File: config.mk
export PLATFORM = sky130hd
export DESIGN_NAME = pea_affinity_reg
export DESIGN_NICKNAME = d
export VERILOG_FILES = /design/src/inc/pea_pkg.sv /design/src/design/pea_field_enc.sv /design/src/design/pea_affinity_reg.sv
export SDC_FILE = /design/constraint.sdc
export NUM_CORES = 1
export LEC_CHECK = 0
export ABC_AREA = 1
export BUFFER_PORTS_ARGS = -buffer_cell sky130_fd_sc_hd__clkbuf_2
export CORE_MARGIN = 2
export CORE_UTILIZATION = 30
export CTS_CLUSTER_SIZE = 16
export DETAILED_ROUTE_END_ITERATION = 8
export MAX_ROUTING_LAYER = met4
export PLACE_DENSITY = 0.74
export SYNTH_ARGS = -nofsm -noshare
export SYNTH_HDL_FRONTEND = slang
export SYNTH_SLANG_ARGS = --single-unit
File: constraint.sdc
create_clock -name clk_i -period 0.8 [get_ports clk_i]
set_input_delay 0.16 -clock clk_i [delete_from_list [all_inputs] [get_ports clk_i]]
set_output_delay 0.16 -clock clk_i [all_outputs]
set_load 0.01 [all_outputs]
File: src/inc/pea_pkg.sv
`default_nettype none

package pea_pkg;

    // ------------------------------------------------------------------
    // Register map
    // ------------------------------------------------------------------
    localparam int ADDR_W = 12;
    localparam int REG_W = 64;
    localparam logic [ADDR_W-1:0] AFF_OFFSET = 12'h0fa8;

    // ------------------------------------------------------------------
    // Field layout
    // ------------------------------------------------------------------
    localparam int FIELD_W = 8;
    localparam int NUM_LOW_FIELDS = 3;
    localparam int AFFINITY_LEVEL_ZERO_FIELD_LSB = 0;
    localparam int AFFINITY_LEVEL_ONE_FIELD_LSB = 8;
    localparam int AFFINITY_LEVEL_TWO_FIELD_LSB = 16;
    localparam int MT_BIT = 24;
    localparam int RSVD_LO_LSB = 25;
    localparam int RSVD_LO_W = 5;
    localparam int U_BIT = 30;
    localparam int F0V_BIT = 31;
    localparam int AFFINITY_LEVEL_THREE_FIELD_LSB = 32;
    localparam int RSVD_HI_LSB = 40;
    localparam int RSVD_HI_W = 24;

    // ------------------------------------------------------------------
    // Field values and limits
    // ------------------------------------------------------------------
    localparam logic [FIELD_W-1:0] FIELD_MARKER = 8'h80;
    localparam logic [FIELD_W-1:0] FIELD_ZERO = 8'h00;
    localparam logic [REG_W-1:0] REG_ZERO = 64'h0000_0000_0000_0000;
    localparam logic [2:0] SUBSET_POS_MAX = 3'h6;
    localparam logic [1:0] LEVEL_ZERO = 2'h0;
    localparam logic [1:0] LEVEL_TOP = 2'h3;

    // ------------------------------------------------------------------
    // Types
    // ------------------------------------------------------------------
    typedef enum logic [1:0] {
        MODE_COPY = 2'b00,
        MODE_SUBSET = 2'b01,
        MODE_MARK = 2'b10,
        MODE_ZERO = 2'b11
    } pea_mode_type;

    typedef struct packed {
        logic valid;
        logic write;
        logic [ADDR_W-1:0] addr;
        logic [REG_W-1:0] wdata;
    } pea_req_type;

    typedef struct packed {
        logic present;
        logic [1:0] level;
        logic subset;
        logic [2:0] subset_pos;
    } pea_cfg_type;

endpackage

`default_nettype wire

File: src/design/pea_field_enc.sv
`default_nettype none

module pea_field_enc (
    // Selection
    input wire pea_pkg::pea_mode_type mode_i,
    input wire logic [2:0] pos_i,
    // Fields
    input wire logic [pea_pkg::FIELD_W-1:0] id_field_i,
    output logic [pea_pkg::FIELD_W-1:0] field_o
);
    import pea_pkg::*;

    always_comb begin
        field_o = FIELD_ZERO;
        unique case (mode_i)
            MODE_COPY: begin
                field_o = id_field_i;
            end
            MODE_SUBSET: begin
                // Shared bits above the marker bit, a single one at it, zeros below.
                for (int i = 0; i < FIELD_W; i++) begin
                    if (i > int'(pos_i)) begin
                        field_o[i] = id_field_i[i];
                    end else begin
                        field_o[i] = (i == int'(pos_i));
                    end
                end
            end
            MODE_MARK: begin
                field_o = FIELD_MARKER;
            end
            MODE_ZERO: begin
                field_o = FIELD_ZERO;
            end
        endcase
    end

endmodule // pea_field_enc

`default_nettype wire

File: src/design/pea_affinity_reg.sv
`default_nettype none

module pea_affinity_reg #(
    parameter bit SUBSET_EN = 1'b1
) (
    // Clock and reset
    input wire logic clk_i,
    input wire logic resetn_i,
    // Register port
    input wire pea_pkg::pea_req_type req_i,
    output logic ack_o,
    output logic [pea_pkg::REG_W-1:0] rdata_o,
    // Affinity configuration and element identity
    input wire pea_pkg::pea_cfg_type cfg_i,
    input wire logic [pea_pkg::REG_W-1:0] element_identity_register_i
);
    import pea_pkg::*;

    // ------------------------------------------------------------------
    // Affinity decode
    // ------------------------------------------------------------------
    logic sub_eff;
    logic [2:0] pos_eff;
    logic level_zero_valid_flag;
    pea_mode_type field_mode [NUM_LOW_FIELDS];
    logic [FIELD_W-1:0] field_val [NUM_LOW_FIELDS];
    logic [REG_W-1:0] aff_value;

    always_comb begin
        // Subsets need the newer revision and exist only below level three.
        sub_eff = SUBSET_EN && cfg_i.subset && (cfg_i.level != LEVEL_TOP);
        // The top marker position would collide with the level marker value.
        pos_eff = (cfg_i.subset_pos > SUBSET_POS_MAX) ? SUBSET_POS_MAX : cfg_i.subset_pos;
        level_zero_valid_flag = (cfg_i.level == LEVEL_ZERO) && !sub_eff;
        for (int f = 0; f < NUM_LOW_FIELDS; f++) begin
            if (sub_eff) begin
                if (f > int'(cfg_i.level)) begin
                    field_mode[f] = MODE_COPY;
                end else if (f == int'(cfg_i.level)) begin
                    field_mode[f] = MODE_SUBSET;
                end else begin
                    field_mode[f] = MODE_ZERO;
                end
            end else begin
                if (f >= int'(cfg_i.level)) begin
                    field_mode[f] = MODE_COPY;
                end else if (f == int'(cfg_i.level) - 1) begin
                    field_mode[f] = MODE_MARK;
                end else begin
                    field_mode[f] = MODE_ZERO;
                end
            end
        end
    end

    // ------------------------------------------------------------------
    // Field encoders
    // ------------------------------------------------------------------
    for (genvar g = 0; g < NUM_LOW_FIELDS; g++) begin : gen_field
        // Fields 0, 1 and 2 are the level-zero, level-one and level-two fields.
        pea_field_enc u_enc (
            .mode_i(field_mode[g]),
            .pos_i(pos_eff),
            .id_field_i(element_identity_register_i[g*FIELD_W +: FIELD_W]),
            .field_o(field_val[g])
        );
    end

    // ------------------------------------------------------------------
    // Register value
    // ------------------------------------------------------------------
    always_comb begin
        aff_value = REG_ZERO;
        if (cfg_i.present) begin
            aff_value[AFFINITY_LEVEL_ZERO_FIELD_LSB +: FIELD_W] = field_val[0];
            aff_value[AFFINITY_LEVEL_ONE_FIELD_LSB +: FIELD_W] = field_val[1];
            aff_value[AFFINITY_LEVEL_TWO_FIELD_LSB +: FIELD_W] = field_val[2];
            aff_value[AFFINITY_LEVEL_THREE_FIELD_LSB +: FIELD_W] =
                element_identity_register_i[AFFINITY_LEVEL_THREE_FIELD_LSB +: FIELD_W];
            aff_value[F0V_BIT] = level_zero_valid_flag;
            // The two flags are undefined for groups; zero is the quietest answer.
            aff_value[U_BIT] =
                level_zero_valid_flag && element_identity_register_i[U_BIT];
            aff_value[MT_BIT] =
                level_zero_valid_flag && element_identity_register_i[MT_BIT];
        end
    end

    // ------------------------------------------------------------------
    // Register port
    // ------------------------------------------------------------------
    logic hit;
    logic ack_d;
    logic ack_q;
    logic [REG_W-1:0] rdata_d;
    logic [REG_W-1:0] rdata_q;

    assign hit = req_i.valid && (req_i.addr == AFF_OFFSET);

    always_comb begin
        ack_d = req_i.valid;
        rdata_d = REG_ZERO;
        // Writes and unmapped reads are answered with zero and touch no state.
        if (hit && !req_i.write) begin
            rdata_d = aff_value;
        end
    end

    always_ff @(posedge clk_i or negedge resetn_i) begin
        if (!resetn_i) begin
            ack_q <= 1'b0;
            rdata_q <= REG_ZERO;
        end else begin
            ack_q <= ack_d;
            rdata_q <= rdata_d;
        end
    end

    assign ack_o = ack_q;
    assign rdata_o = rdata_q;

    logic rd_hit;
    logic [FIELD_W-1:0] low_mark;
    logic [FIELD_W-1:0] low_mask;
    logic [FIELD_W-1:0] id_sub;
    assign rd_hit = hit && !req_i.write && cfg_i.present;
    assign low_mark = FIELD_W'(8'h01 << pos_eff);
    // The mask covers the marker bit and every bit below it.
    // The identity field of the subset level carries the shared bits.
    assign low_mask = FIELD_W'({low_mark, 1'b0} - 9'h001);
    assign id_sub = element_identity_register_i[cfg_i.level*FIELD_W +: FIELD_W];
endmodule // pea_affinity_reg

`default_nettype wire

==> impl_metrics.tcl <==
set metrics [dict create \
    die_x_um 83.0 \
    crit_chain "clkbuf_2" \
    grt_pass1_wl_um 7960 \
    syn_to_final_growth_pct 58.7 \
    synthCells 220 \
    post_drt_via_cell_ratio 4.19 \
    row_count 28 \
    path_class "flop to output port" \
    final_cell_area_mm2 0.00297 \
    overflow 0 \
    critical_path.endpoint_type "output port" \
    path_max_fanout 1 \
    drt_wl_total_um 5300 \
    crit_path_top_delay_cell "dfrtp_1" \
    period_share 1.21 \
    path_delay_family "flip-flops" \
    dieArea_mm2 0.00689 \
    drtIter0Drc 54 \
    postRouteAntennaNets 0 \
    synth_warnings 0 \
    start_util 0.313 \
    hold_class "input pin to flop" \
    share_comb_of_total_power 0.173 \
    place_area_mm2 0.00248 \
    synth_fa_ha_area_frac 0 \
    io_pins 216 \
    rsz0062_at_grt "true" \
    critPathMaxStageDelay_ns 0.39 \
    power_switching_mw 1.09 \
    wl_per_cell_um 12.8 \
    cts_num_sinks 36 \
    setup_ws_ns -0.167 \
    port_buffers 92 \
    drv_slew 0 \
    internal_power_mw 3.03 \
    dp_hpwl_um 4030 \
    synth_seq_cells 36 \
    worst_ep_required_time_ns 0.64 \
    synth-xor-area-share 0 \
    hold_viol 0 \
    die_h_um 83.0 \
    cts_buffers 5 \
    crit_arrival_ns 0.81 \
    layout.nets 487 \
    yosysSeqAreaShare 0.481 \
    holdWs_ns 0.0627 \
    power.share.sequential 0.443 \
    cts_tree "done" \
    drc 0 \
    worst-path-buf-inv 1 \
    synth_cell_types 22 \
    pwr-share-clk 0.384 \
    switching_share 0.264 \
    layout-drive-gt1-share 0.558 \
    period_needed_ns 0.967 \
    grt_pass1_vias 1678 \
    fmax_ghz 1.03 \
    cts_htree_levels 2 \
    powerDensity_mw_per_mm2 1380 \
    clk_path_buf_depth 2 \
    synthSimpleGateAreaFrac 0.250 \
    violations "setup timing" \
    syn_area_mm2 0.00187 \
    cts_root_buffer "clkbuf_8" \
    gp_congestion 0.834 \
    synthMuxAreaShare 0 \
    coreArea_mm2 0.00599 \
    drtPass1Iterations 4 \
    synth_top_family_by_area "simple AND/OR/NAND/NOR gates" \
    status "finished with violations" \
    vias 1731 \
    p_leak_nw 1.62 \
    finalSetupViolCount 71 \
    avgSynthCellArea_um2 8.51 \
    antenna_found_initial 1 \
    grt_max_degree 37 \
    synth_compound_area_frac 0.0715 \
    clk_pin_slew_ns 0.07 \
    ir_worst_vdd_mv 1.07 \
    grt_use_total 0.153 \
    worst_setup_path_start_kind "flop" \
    maxCapViolCount 0 \
]
-- what timing repair did --
item | 4_1_cts | 5_1_grt
hold buffers | 1 | 0
buffers inserted | 0 | 2
pin swaps | 7 | 13
resized for setup | 17 | 64
setup endpoints to repair | 65 | 71
endpoints found under the hold margin | 36 | 0
gates cloned | 2 | 0
-- path summary, 6_finish.rpt --
path	start	endpoint	cells past startpoint
min	element_identity_register_i[32]	rdata_o[32]$_DFF_PN0_	3
max	rdata_o[5]$_DFF_PN0_	rdata_o[5]	1
max in group asynchronous	resetn_i	ack_o$_DFF_PN0_	3
min in group asynchronous	resetn_i	rdata_o[35]$_DFF_PN0_	3
-- logic make-up after synthesis --
logic type      Yosys count
compound gates           25
flops                    36
other cells               1
buf+inv                  62
simple gates             96
-- sequential cells by signal, summed over array words and instances (netlist names) --
name / count
ack_o: 1
rdata_o: 35
-- layer usage --
metal,share of wire,vias to the layer above,GRT usage
li1,-,853,-
met1,0.39,782,0.174
met2,0.49,90,0.243
met3,0.11,6,0.0716
met4,0.013,0,0.0447
met5,0,-,-
-- through the flow --
step	std cells	total power [mW]	setup WS, ns	utilization	TNS [ns]
floorplan	248	2.27	-0.0990	-	-1.94
CTS	410	4.07	-0.181	0.457	-6.53
global route	413	4.32	-0.192	0.496	-9.44
global placement	399	2.46	-0.403	0.415	-12.64
detailed placement	399	2.47	-0.420	0.415	-12.37
finish	413	4.11	-0.167	0.496	-6.80
-- cell usage in the layout, fill, tap and decap left out, types with 2 or more instances in the layout --
cell      instances
and3_2            2
inv_1            19
nand3_1           5
nor2_2           13
nand2_8           3
o21ai_2           2
conb_1           29
nand2_1          19
inv_2             3
nand2_4           7
nand2_2           5
clkbuf_2         82
nand3_2           7
nor2_1           18
dfrtp_1          36
buf_6             6
clkbuf_8          6
buf_2             2
buf_12            3
nor2_4           17
inv_4             3
buf_4            16
o22ai_1           6
a21oi_1          13
-- power groups by stage --
stage,Sequential (mW),Combinational (mW),Clock [mW]
floorplan,1.86,0.413,0
global placement,1.86,0.602,0
detailed placement,1.86,0.611,0
CTS,1.82,0.636,1.61
global route,1.82,0.784,1.71
finish,1.82,0.712,1.58
-- synthesized netlist by cell type, drive strengths merged --
cell,instances,area (um2)
buf,33,253
and3,2,15.0
clkinv,1,8.76
conb,1,3.75
a21oi,14,70.1
o21ai,4,20.0
nand3,12,65.1
a31oi,1,6.26
inv,28,105
nor2,48,218
o22ai,6,37.5
dfrtp,36,901
nand2,34,170
-- final cells by class --
cell class / count / area, um2
Clock buffer: 5 / 68.8
Clock inverter: 3 / 42.5
Timing Repair Buffer: 114 / 759
Sequential cell: 36 / 901
Inverter: 29 / 158
Antenna cell: 1 / 2.50
Multi-Input combinational cell: 150 / 946
Fill cell: 563 / 3020
Tap cell: 75 / 93.8
(Power assumes the default switching activity.)
